<file path="config.mk">
export PLATFORM = sky130hd
export DESIGN_NAME = usbdps_top
export DESIGN_NICKNAME = d
export VERILOG_FILES = /design/src/rtl/usbdps_pkg.sv /design/src/rtl/usbdps_top.sv /design/src/rtl/usbdps_flag.sv /design/src/rtl/usbdps_change_det.sv
export SDC_FILE = /design/constraint.sdc
export NUM_CORES = 1
export LEC_CHECK = 0
export BUFFER_PORTS_ARGS = -buffer_cell sky130_fd_sc_hd__buf_2
export CORE_ASPECT_RATIO = 0.9
export CORE_MARGIN = 2
export CORE_UTILIZATION = 45
export CTS_BUF_LIST = sky130_fd_sc_hd__clkbuf_8 sky130_fd_sc_hd__clkbuf_16
export DETAILED_ROUTE_END_ITERATION = 10
export PLACE_DENSITY_LB_ADDON = 0.25
export SLEW_MARGIN = 20
export SYNTH_ARGS = -nofsm -noshare
export SYNTH_HDL_FRONTEND = slang
export SYNTH_SLANG_ARGS = --single-unit
</file>
<file path="constraint.sdc">
create_clock -name clock_i -period 2.4 [get_ports clock_i]
set_input_delay 0.36 -clock clock_i [delete_from_list [all_inputs] [get_ports clock_i]]
set_output_delay 0.36 -clock clock_i [all_outputs]
set_load 0.02 [all_outputs]
</file>
<file path="src/rtl/usbdps_pkg.sv">
// constants, field layout and types shared by the port status block
// assumes byte offsets on a 16-bit memory-mapped register port

package usbdps_pkg;

    // ==============================
    // register offsets (byte addresses, 16-bit words)
    localparam logic [7:0] USBDPS_CTRL_HI_OFFSET = 8'h12;
    localparam logic [7:0] USBDPS_EVENT_OFFSET = 8'h14;
    localparam logic [7:0] USBDPS_PORT_OFFSET = 8'h16;

    // ==============================
    // device event status fields
    localparam int USBDPS_EV_RESUME_BIT = 7;
    localparam int USBDPS_EV_SUSPEND_BIT = 6;
    localparam int USBDPS_EV_BUSRST_BIT = 5;
    localparam int USBDPS_EV_SYSERR_BIT = 3;
    localparam int USBDPS_EV_FS_BIT = 1;
    localparam int USBDPS_EV_HS_BIT = 0;
    localparam logic [15:0] USBDPS_EVENT_RESET = 16'h0000;

    // ==============================
    // port control/status fields
    localparam int USBDPS_PT_TEST_LSB = 13;
    localparam int USBDPS_PT_TEST_MSB = 15;
    localparam int USBDPS_PT_DP_BIT = 9;
    localparam int USBDPS_PT_DM_BIT = 8;
    localparam int USBDPS_PT_CHG_BIT = 1;
    localparam int USBDPS_PT_CONN_BIT = 0;
    localparam logic [15:0] USBDPS_PORT_RESET = 16'h0200;
    localparam logic [1:0] USBDPS_LINE_RESET = 2'b10;

    // ==============================
    // upper controller word: run/stop is bit 16 of the long word, bit 0 here
    localparam int USBDPS_CT_RUN_BIT = 0;

    typedef enum logic [2:0] {
        USBDPS_TEST_NONE = 3'b000,
        USBDPS_TEST_J = 3'b001,
        USBDPS_TEST_K = 3'b010,
        USBDPS_TEST_SE0_NAK = 3'b011,
        USBDPS_TEST_PACKET = 3'b100,
        USBDPS_TEST_FORCE_EN = 3'b101,
        USBDPS_TEST_CHIRP_J = 3'b110,
        USBDPS_TEST_CHIRP_K = 3'b111
    } usbdps_test_type;

    // word hit ignores the byte-select bit of the address
    function automatic logic usbdps_hit(input logic [7:0] addr, input logic [7:0] offset);
        usbdps_hit = (addr[7:1] == offset[7:1]);
    endfunction

endpackage

</file>
<file path="src/rtl/usbdps_top.sv">
// device event status, port control/status and run/halt state of the device port
// assumes a 16-bit memory-mapped port; every input is synchronous to clock_i
//
// Contract
// - resume from host sets bit 7; stays until software writes one.
// - bus suspend sets bit 6; write one clears, write zero does nothing.
// - bus reset sets bit 5; cleared only by writing one there.
// - system memory access error sets bit 3; cleared by writing one.
// - system error also clears run/stop and raises halted.
// - bit 1 reads high in full-speed mode, low otherwise.
// - bit 0 reads high in high-speed mode, low otherwise.
// - port test field bits 15:13 is read-write and selects the test mode.
// - bits 9:8 show live D+ and D- levels; reset value 10b.
// - connection status toggle sets change flag bit 1; write one clears.
// - bit 0 reports host connected; valid only with port bit 2 set. Here bit 2 stays reserved and bit 0 is always reported.
// - event status resets to 0000h, port register resets to 0200h.
// - run/stop set enables controller operation; clear stops it.

module usbdps_top
    import usbdps_pkg::*;
(
    input wire logic clock_i,
    input wire logic rst_n_i,
    // register port
    input wire logic mmio_req_i,
    input wire logic mmio_we_i,
    input wire logic [7:0] mmio_addr_i,
    input wire logic [1:0] mmio_be_i,
    input wire logic [15:0] mmio_wdata_i,
    output logic [15:0] mmio_rdata_o,
    output logic mmio_ack_o,
    // bus events and state from the port logic
    input wire logic resume_det_i,
    input wire logic suspend_det_i,
    input wire logic bus_reset_det_i,
    input wire logic sys_err_i,
    input wire logic fs_mode_i,
    input wire logic hs_mode_i,
    input wire logic line_dp_i,
    input wire logic line_dm_i,
    input wire logic connected_i,
    // controls toward the controller
    output logic [2:0] test_mode_o,
    output logic run_o,
    output logic halted_o
);

    // ==============================
    // access decode
    // the byte-select bit of the address is ignored, so both halves of a word hit
    logic wr_en;
    logic hit_ctrl;
    logic hit_event;
    logic hit_port;
    logic wr_event_lo;
    logic wr_port_lo;
    logic wr_port_hi;
    logic wr_ctrl_lo;

    assign wr_en = mmio_req_i & mmio_we_i;
    assign hit_ctrl = usbdps_hit(mmio_addr_i, USBDPS_CTRL_HI_OFFSET);
    assign hit_event = usbdps_hit(mmio_addr_i, USBDPS_EVENT_OFFSET);
    assign hit_port = usbdps_hit(mmio_addr_i, USBDPS_PORT_OFFSET);
    assign wr_event_lo = wr_en & hit_event & mmio_be_i[0];
    assign wr_port_lo = wr_en & hit_port & mmio_be_i[0];
    assign wr_port_hi = wr_en & hit_port & mmio_be_i[1];
    assign wr_ctrl_lo = wr_en & hit_ctrl & mmio_be_i[0];

    // ==============================
    // write-one-to-clear strobes
    // a strobe needs the low byte enable, since every flag sits in bits 7:0
    logic clr_resume;
    logic clr_suspend;
    logic clr_busrst;
    logic clr_syserr;
    logic clr_change;

    assign clr_resume = wr_event_lo & mmio_wdata_i[USBDPS_EV_RESUME_BIT];
    assign clr_suspend = wr_event_lo & mmio_wdata_i[USBDPS_EV_SUSPEND_BIT];
    assign clr_busrst = wr_event_lo & mmio_wdata_i[USBDPS_EV_BUSRST_BIT];
    assign clr_syserr = wr_event_lo & mmio_wdata_i[USBDPS_EV_SYSERR_BIT];
    assign clr_change = wr_port_lo & mmio_wdata_i[USBDPS_PT_CHG_BIT];

    // ==============================
    // sticky event flags
    // all of them clear on a write of one; an event in the clearing cycle wins
    logic resume_flag;
    logic suspend_flag;
    logic busrst_flag;
    logic syserr_flag;
    logic change_flag;
    logic conn_level;
    logic conn_toggle;

    usbdps_flag u_resume
    (
        .clock_i(clock_i),
        .rst_n_i(rst_n_i),
        .set_i(resume_det_i),
        .clear_i(clr_resume),
        .flag_o(resume_flag)
    );

    usbdps_flag u_suspend
    (
        .clock_i(clock_i),
        .rst_n_i(rst_n_i),
        .set_i(suspend_det_i),
        .clear_i(clr_suspend),
        .flag_o(suspend_flag)
    );

    usbdps_flag u_busrst
    (
        .clock_i(clock_i),
        .rst_n_i(rst_n_i),
        .set_i(bus_reset_det_i),
        .clear_i(clr_busrst),
        .flag_o(busrst_flag)
    );

    usbdps_flag u_syserr
    (
        .clock_i(clock_i),
        .rst_n_i(rst_n_i),
        .set_i(sys_err_i),
        .clear_i(clr_syserr),
        .flag_o(syserr_flag)
    );

    // connection status follows the input one cycle late, so the change flag
    // and the status bit turn over on the same edge
    // the held level resets low, so a host present at release shows as a change
    usbdps_change_det u_conn
    (
        .clock_i(clock_i),
        .rst_n_i(rst_n_i),
        .level_i(connected_i),
        .level_o(conn_level),
        .toggle_o(conn_toggle)
    );

    usbdps_flag u_change
    (
        .clock_i(clock_i),
        .rst_n_i(rst_n_i),
        .set_i(conn_toggle),
        .clear_i(clr_change),
        .flag_o(change_flag)
    );

    // ==============================
    // live status sampling
    logic fs_reg;
    logic hs_reg;
    logic [1:0] line_reg;

    always_ff @(posedge clock_i or negedge rst_n_i)
    begin
        if (!rst_n_i)
            fs_reg <= 1'b0;
        else
            fs_reg <= fs_mode_i;
    end

    always_ff @(posedge clock_i or negedge rst_n_i)
    begin
        if (!rst_n_i)
            hs_reg <= 1'b0;
        else
            hs_reg <= hs_mode_i;
    end

    // the line pair resets to the idle full-speed level, D+ high and D- low
    always_ff @(posedge clock_i or negedge rst_n_i)
    begin
        if (!rst_n_i)
            line_reg <= USBDPS_LINE_RESET;
        else
            line_reg <= {line_dp_i, line_dm_i};
    end

    // ==============================
    // port test mode
    // only the upper byte enable reaches the field; a write without it keeps
    // the running test mode
    logic [2:0] test_reg;
    logic [2:0] test_next;

    assign test_next = wr_port_hi ? mmio_wdata_i[USBDPS_PT_TEST_MSB:USBDPS_PT_TEST_LSB]
                                  : test_reg;

    always_ff @(posedge clock_i or negedge rst_n_i)
    begin
        if (!rst_n_i)
            test_reg <= USBDPS_TEST_NONE;
        else
            test_reg <= test_next;
    end

    // ==============================
    // run/stop and halted
    // a system error overrides a run write in the same cycle, so software
    // can never restart a controller that is faulting right now
    logic run_reg;
    logic run_next;
    logic halted_reg;
    logic halted_next;

    assign run_next = sys_err_i ? 1'b0
                    : (wr_ctrl_lo ? mmio_wdata_i[USBDPS_CT_RUN_BIT] : run_reg);
    assign halted_next = sys_err_i ? 1'b1 : (halted_reg & ~run_next);

    always_ff @(posedge clock_i or negedge rst_n_i)
    begin
        if (!rst_n_i)
            run_reg <= 1'b0;
        else
            run_reg <= run_next;
    end

    // halted has no register bit of its own; it is seen only on halted_o
    always_ff @(posedge clock_i or negedge rst_n_i)
    begin
        if (!rst_n_i)
            halted_reg <= 1'b0;
        else
            halted_reg <= halted_next;
    end

    // ==============================
    // read data assembly, reserved bits tied to zero
    logic [15:0] event_word;
    logic [15:0] port_word;
    logic [15:0] ctrl_word;
    logic [15:0] read_next;

    always_comb
    begin
        event_word = USBDPS_EVENT_RESET;
        event_word[USBDPS_EV_RESUME_BIT] = resume_flag;
        event_word[USBDPS_EV_SUSPEND_BIT] = suspend_flag;
        event_word[USBDPS_EV_BUSRST_BIT] = busrst_flag;
        event_word[USBDPS_EV_SYSERR_BIT] = syserr_flag;
        event_word[USBDPS_EV_FS_BIT] = fs_reg;
        event_word[USBDPS_EV_HS_BIT] = hs_reg;
    end

    // port bit 2 stays reserved here, so the connection bits are reported
    // whether or not a qualifier would be set
    always_comb
    begin
        port_word = 16'h0000;
        port_word[USBDPS_PT_TEST_MSB:USBDPS_PT_TEST_LSB] = test_reg;
        port_word[USBDPS_PT_DP_BIT] = line_reg[1];
        port_word[USBDPS_PT_DM_BIT] = line_reg[0];
        port_word[USBDPS_PT_CHG_BIT] = change_flag;
        port_word[USBDPS_PT_CONN_BIT] = conn_level;
    end

    // only run/stop of the upper controller word lives here; the rest reads zero
    always_comb
    begin
        ctrl_word = 16'h0000;
        ctrl_word[USBDPS_CT_RUN_BIT] = run_reg;
    end

    // unmapped addresses answer zero but are still acknowledged
    assign read_next = hit_event ? event_word
                     : hit_port ? port_word
                     : hit_ctrl ? ctrl_word
                     : 16'h0000;

    // ==============================
    // answer registers
    // read data is reloaded only by a read, so a later write cannot disturb
    // a value that software has not yet picked up
    logic rd_en;
    logic [15:0] rdata_reg;
    logic ack_reg;

    assign rd_en = mmio_req_i & ~mmio_we_i;

    always_ff @(posedge clock_i or negedge rst_n_i)
    begin
        if (!rst_n_i)
            ack_reg <= 1'b0;
        else
            ack_reg <= mmio_req_i;
    end

    always_ff @(posedge clock_i or negedge rst_n_i)
    begin
        if (!rst_n_i)
            rdata_reg <= 16'h0000;
        else if (rd_en)
            rdata_reg <= read_next;
    end

    assign mmio_rdata_o = rdata_reg;
    assign mmio_ack_o = ack_reg;
    assign test_mode_o = test_reg;
    assign run_o = run_reg;
    assign halted_o = halted_reg;

endmodule

</file>
<file path="src/rtl/usbdps_flag.sv">
// one sticky event flag, cleared by a write of one
// assumes set and clear are single-cycle strobes on clock_i

module usbdps_flag
(
    input wire logic clock_i,
    input wire logic rst_n_i,
    input wire logic set_i,
    input wire logic clear_i,
    output logic flag_o
);

    // ==============================
    // flag state
    logic flag_reg;
    logic flag_next;

    // an event in the clearing cycle is kept: set wins
    assign flag_next = set_i | (flag_reg & ~clear_i);
    assign flag_o = flag_reg;

    always_ff @(posedge clock_i or negedge rst_n_i)
    begin
        if (!rst_n_i)
            flag_reg <= 1'b0;
        else
            flag_reg <= flag_next;
    end

endmodule

</file>
<file path="src/rtl/usbdps_change_det.sv">
// holds a level and flags the cycle in which the incoming level differs
// assumes level_i is synchronous to clock_i

module usbdps_change_det
(
    input wire logic clock_i,
    input wire logic rst_n_i,
    input wire logic level_i,
    output logic level_o,
    output logic toggle_o
);

    // ==============================
    // held level and change detect
    logic level_reg;

    assign toggle_o = level_i ^ level_reg;
    assign level_o = level_reg;

    always_ff @(posedge clock_i or negedge rst_n_i)
    begin
        if (!rst_n_i)
            level_reg <= 1'b0;
        else
            level_reg <= level_i;
    end

endmodule

</file>
==> results of run 1 <==
==> worst max-delay path: cells and delay by family <==
family                 cells  cell delay, ns
and+or+nand+nor            2            1.09
buffers and inverters      1            0.09
muxes                      1            0.38
==> area by class of cell <==
type | count | area (um^2)
multi-input combinational | 75 | 429
clock buffer | 3 | 41.3
clock inverter | 1 | 7.51
tap | 28 | 35.0
inverter | 2 | 7.51
timing repair buffer | 49 | 250
sequential | 27 | 677
fill | 214 | 998
==> cells in the mapped netlist <==
cell type / count / area, um^2
nor2_1: 4 / 15.0
nor3_1: 2 / 10.0
or2_2: 1 / 6.26
dfrtp_1: 26 / 651
nand3b_1: 2 / 15.0
a31o_1: 1 / 8.76
or4_4: 1 / 11.3
buf_2: 1 / 5.00
o41ai_1: 3 / 26.3
nand2_1: 21 / 78.8
nand3_1: 3 / 15.0
nand2b_1: 3 / 18.8
clkbuf_1: 1 / 3.75
dfstp_2: 1 / 26.3
or4b_1: 1 / 10.0
a2bb2oi_1: 1 / 8.76
conb_1: 1 / 3.75
nor3b_1: 4 / 30.0
a21oi_1: 5 / 25.0
buf_1: 1 / 3.75
mux2_2: 5 / 56.3
xnor2_1: 1 / 8.76
o31ai_1: 1 / 7.51
buf_4: 5 / 37.5
o21ai_0: 9 / 45.0
or3_2: 1 / 7.51
inv_1: 2 / 7.51
nor2b_1: 1 / 6.26
==> kinds of logic after synthesis <==
| group | share of synthesized area, % |
|---|---|
| flip-flops | 58.9 |
| multiplexers | 4.90 |
| buffers and inverters | 5.01 |
| XOR/XNOR | 0.763 |
| other | 0.326 |
| AND/OR/NAND/NOR | 19.5 |
| AO/OA/AOI/OAI | 10.6 |
==> power by group through the flow <==
stage | clock, W | combinational, W | sequential, W
2_1_floorplan | 0 | 0.0000357 | 0.000479
3_3_place_gp | 0 | 0.0000786 | 0.000475
3_5_place_dp | 0 | 0.0000806 | 0.000475
4_1_cts | 0.000267 | 0.0000810 | 0.000466
5_1_grt | 0.000287 | 0.0000899 | 0.000467
6_report | 0.000260 | 0.0000797 | 0.000466
==> routing by layer <==
layer / global-route usage [%] / up-vias / part of all wire (%)
li1: - / 463 / -
met1: 22.5 / 425 / 44
met2: 29.3 / 34 / 50
met3: 6.22 / 0 / 6.5
met4: 3.10 / 0 / 0
met5: 0 / - / 0
==> metrics by stage <==
| step | total power (W) | std cells | instance area (um^2) |
|---|---|---|---|
| final | 0.000806 | 185 | 1450 |
| after global routing | 0.000844 | 185 | 1450 |
| after CTS | 0.000814 | 185 | 1450 |
| after detailed placement | 0.000556 | 181 | 1400 |
| after global placement | 0.000554 | 181 | 1400 |
| after floorplan | 0.000515 | 112 | 1160 |
==> path summary, 6_finish.rpt <==
kind,from,end,slack (ns)
worst min-delay path,rst_n_i,hs_reg,0.06
max in group asynchronous,rst_n_i,line_reg[1],1.94
worst max register to register,u_conn.level_o,mmio_rdata_o[0],1.36
worst min register to register,mmio_rdata_o[14],mmio_rdata_o[14],0.48
worst max-delay path,mmio_addr_i[6],test_mode_o[1],0.63
min in group clock_i,hs_mode_i,hs_reg,0.18
==> cells in the final DEF, fill, tap and decap left out, types with 2 or more instances in the layout <==
master / count
a21oi_1: 5
buf_2: 47
buf_4: 2
clkbuf_8: 3
conb_1: 5
dfrtp_1: 26
inv_1: 2
mux2_2: 5
nand2_1: 21
nand2b_1: 3
nand3_1: 3
nand3b_1: 2
nor2_1: 4
nor3_1: 2
nor3b_1: 4
o21ai_0: 9
o41ai_1: 3
==> reports/qor.txt, run 1 <==
status - finished clean
P_leak - 0.692 nW
post-CTS sizing - 0
# setup viols final - 0
synthesized area - 0.00115 mm^2
PortBufs - 47
part of the power in registers - 57.8%
Starting Density - 47.0%
Reg clk slew, reported paths - 0.10 ns
largest net degree at the start of global routing - 28
CTS Hold Bufs - 0
Starting DRT DRC Count - 18
Worst-Skew Late Latency - 0.28 ns
peak supply drop - 0.626 mV
yosys warns - 0
# nets final - 197
dpl hpwl - 1850 um
CP Cell Sequence - buf_2, or4b_1, nor3_1, mux2_2
Die Width - 57.3 um
max incr delay on CP - 0.63 ns
total number of vias - 922
worst min path class - primary input to async pin
PD cells - 557 mW/mm^2
Final Hold Viols - 0
setup repair bufs after CTS - 0
clk buf depth - 2
clk sinks - 27
final cycle utilization of the critical path - 73.8%
register area share after synthesis - 58.9%
Req. time, crit path - 2.56 ns
Unique masters post-synth - 28
H-Tree Depth - 1
Worst Clk Skew - 0.0133 ns
gr usage total - 17.6%
# diodes - 0
root buf cell - clkbuf_8
number of buffers created by CTS - 3
vias per std cell - 4.98
Core Footprint - 0.00245 mm^2
Max-Cap Viols - 0
critical path's slowest cell - or4b_1
placement row count - 17
Final TNS setup - 0 ns
RSZ-0062 raised after global routing - false
number of flip-flops in the largest register - 11
arrival time worst endpoint - 1.93 ns
worst hold slack - 0.0647 ns
antenna viol nets, final - 0
Die Span Y - 51.9 um
Sw Ratio - 23.9%
routed len/inst - 12.5 um
worst setup margin - 0.628 ns
combinational share of power - 9.9%
GRT Residual Overflow - 0
Clock power frac - 32.3%
syn_area_per_cell - 10.6 um^2
Die Area - 0.00297 mm^2
fmax - 564 MHz
DP Worst Slack - 0.317 ns
R2R cell count - 3
vias in the first global route - 865
Area Overhead vs Synth - 26.0%
Synth Register Bits - 27
Max FO, Critical Path - 6
share of cells above drive strength 1 - 39.5%
TritonCTS clock tree - yes
Slew @ Worst Pin - 0.577 ns
first-pass GRT wire length - 3900 um
CP startpoint kind - primary input
overall routed net length - 2320 um
initial antenna violation count - 0
drt pass-1 iters - 4
Cell Int Power - 0.000613 W
endpoint type of the worst setup path - flip-flop
Post-route DRC - 0
io pins - 61
Sw Pwr - 0.000193 W
Final min period - 1.77 ns
Rel. slew slack - 61.5%
Crit Path Category - primary input to flip-flop
RePlAce Congestion - 0.733
final core occ - 59.2%
Slew Viols, Final - 0
Post-Syn Instances - 108
Power figures use the tool's default switching activity.
==> inputs of run 2 (changes only) <==
--- a/config.mk
+++ b/config.mk
@@ -8,7 +8,7 @@
 export BUFFER_PORTS_ARGS = -buffer_cell sky130_fd_sc_hd__buf_2
 export CORE_ASPECT_RATIO = 0.9
 export CORE_MARGIN = 2
-export CORE_UTILIZATION = 45
+export CORE_UTILIZATION = 43
 export CTS_BUF_LIST = sky130_fd_sc_hd__clkbuf_8 sky130_fd_sc_hd__clkbuf_16
 export DETAILED_ROUTE_END_ITERATION = 10
 export PLACE_DENSITY_LB_ADDON = 0.25
==> constraint.sdc (replaced) <==
create_clock -name clock_i -period 1.8 [get_ports clock_i]
set_input_delay 0.27 -clock clock_i [delete_from_list [all_inputs] [get_ports clock_i]]
set_output_delay 0.27 -clock clock_i [all_outputs]
set_load 0.02 [all_outputs]
==> reports/qor.txt, run 2 (synthesized netlist as in run 1, its figures left out) <==
status - finished with violations
violated checks - negative hold slack
number of flip-flops in the largest register - 11 (unchanged)
Req. time, crit path - 1.97 ns (-0.59 ns)
register area - 677 um^2 (unchanged)
Multi-input gate area - 429 um^2 (unchanged)
filler instances - 226 (+5.6%)
Post-DP Area - 0.00143 mm^2 (+2.1%)
part of the power in registers - 57.4% (-0.4 points)
FF-to-FF Start - u_conn.level_o
RSZ-0062 raised after global routing - false
Core Footprint - 0.00249 mm^2 (+1.7%)
Clock power frac - 32.5% (+0.2 points)
Die Area - 0.00310 mm^2 (+4.3%)
# nets final - 201 (+2.0%)
Final Hold Viols - 26 (+26)
flop2flop setup slack - 0.75 ns (-0.61 ns)
largest net degree at the start of global routing - 28 (unchanged)
fin area - 0.00148 mm^2 (+2.1%)
combinational share of power - 10.1% (+0.2 points)
Crit Path Category - primary input to flip-flop
vias in the first global route - 917 (+6.0%)
gr usage total - 17.2% (-0.35 points)
Starting Density - 46.2% (-0.80 points)
Starting DRT DRC Count - 18 (unchanged)
placement row count - 17 (unchanged)
Area Overhead vs Synth - 28.6%
most common library cell in the layout ignoring fill and taps - buf_2
# setup viols final - 0 (unchanged)
fmax - 622 MHz
Worst Clk Skew - 0.00456 ns (-0.00872 ns)
number of buffers created by CTS - 3 (unchanged)
routed len/inst - 13.0 um (+3.8%)
Slew @ Worst Pin - 0.589 ns (+0.0116 ns)
PD cells - 732 mW/mm^2 (+32%)
worst hold slack - -0.0117 ns (-0.0764 ns)
commonest cells after routing, fill and taps aside - buf_2, dfrtp_1, nand2_1
Worst Setup SP - mmio_addr_i[6]
PortBufs - 47 (unchanged)
RePlAce Congestion - 0.731 (-0.40%)
arrival time worst endpoint - 1.78 ns (-0.15 ns)
setup repair bufs after CTS - 0 (unchanged)
endpoint type of the worst setup path - flip-flop
Sw Ratio - 24.3% (+0.32 points)
Rel. slew slack - 60.8% (-0.77 points)
post-CTS sizing - 0 (unchanged)
Final min period - 1.61 ns
clk sinks - 27 (unchanged)
dpl hpwl - 1910 um (+3.3%)
final core occ - 59.4% (+0.20 points)
antenna viol nets, final - 0 (unchanged)
Cell Int Power - 0.000820 W (+34%)
Die Width - 58.5 um (+2.1%)
GRT Residual Overflow - 0 (unchanged)
CTS Hold Bufs - 0 (unchanged)
Slew Viols, Final - 0 (unchanged)
TritonCTS clock tree - yes
drt pass-1 iters - 4 (unchanged)
Sw Pwr - 0.000262 W (+36%)
Worst-Skew Late Latency - 0.27 ns (about the same)
PnR Total Power - 0.00108 W (+34%)
worst setup margin - 0.193 ns (-0.435 ns)
clk buf depth - 2 (unchanged)
overall routed net length - 2460 um (+6.0%)
final cycle utilization of the critical path - 89.3%
DP Worst Slack - -0.106 ns (-0.423 ns)
Post-route DRC - 0 (unchanged)
Max-Cap Viols - 0 (unchanged)
# diodes - 0 (unchanged)
P_leak - 0.711 nW (+2.8%)
peak supply drop - 0.544 mV (-13%)
Reg clk slew, reported paths - 0.09 ns (about the same)
total number of vias - 953 (+3.4%)
io pins - 61 (unchanged)
share of cells above drive strength 1 - 41.0% (+1.5 points)
root buf cell - clkbuf_8
Die Span Y - 53.0 um (+2.1%)
H-Tree Depth - 1 (unchanged)
Max FO, Critical Path - 6 (unchanged)
first-pass GRT wire length - 3880 um (-0.36%)
vias per std cell - 5.04 (+1.2%)
CP startpoint kind - primary input
initial antenna violation count - 0 (unchanged)
worst min path class - primary input to async pin
[run 2: final timing paths]
check,cells after the start,end
hold reg to reg,2,mmio_rdata_o[7]
setup reg to reg,3,mmio_rdata_o[0]
setup / recovery,4,halted_o
min in group clock_i,1,line_reg[1]
hold / removal,1,mmio_rdata_o[9]
max in group asynchronous,1,u_conn.level_o
[run 2: cell type report]
type | instances | share of cell area (%)
multi-input combinational | 75 | 29.0
tap | 28 | 2.37
timing repair buffer | 53 | 19.0
inverter | 2 | 0.508
sequential | 27 | 45.8
clock inverter | 1 | 0.508
clock buffer | 3 | 2.79
[run 2: routing by layer]
| metal | global-route usage [%] | vias to the layer above | wire length, um |
|---|---|---|---|
| met2 | 29.8 | 35 | 1160 |
| met4 | 8.91 | 0 | 43 |
| li1 | - | 463 | - |
| met5 | 0 | - | 0 |
| met1 | 20.6 | 450 | 1100 |
| met3 | 2.93 | 5 | 152 |
[run 2: stage by stage]
stage | std cells | TNS, ns
floorplan | 112 | 0
detailed placement | 185 | -0.280
finish | 189 | 0
CTS | 189 | 0
global placement | 185 | -0.208
global route | 189 | 0
[run 2: worst max-delay path, cell delays in order]
cell and delay [ns]:
buf_2 0.09, or4b_1 0.63, or4_4 0.56, a31o_1 0.23
[run 2: power by group through the flow]
stage          Combinational (W)  Clock (W)  Sequential [W]
6_report                0.000109   0.000351        0.000621
5_1_grt                 0.000122   0.000384        0.000622
3_3_place_gp            0.000108          0        0.000633
2_1_floorplan          0.0000476          0        0.000639
4_1_cts                 0.000111   0.000357        0.000621
3_5_place_dp            0.000110          0        0.000633
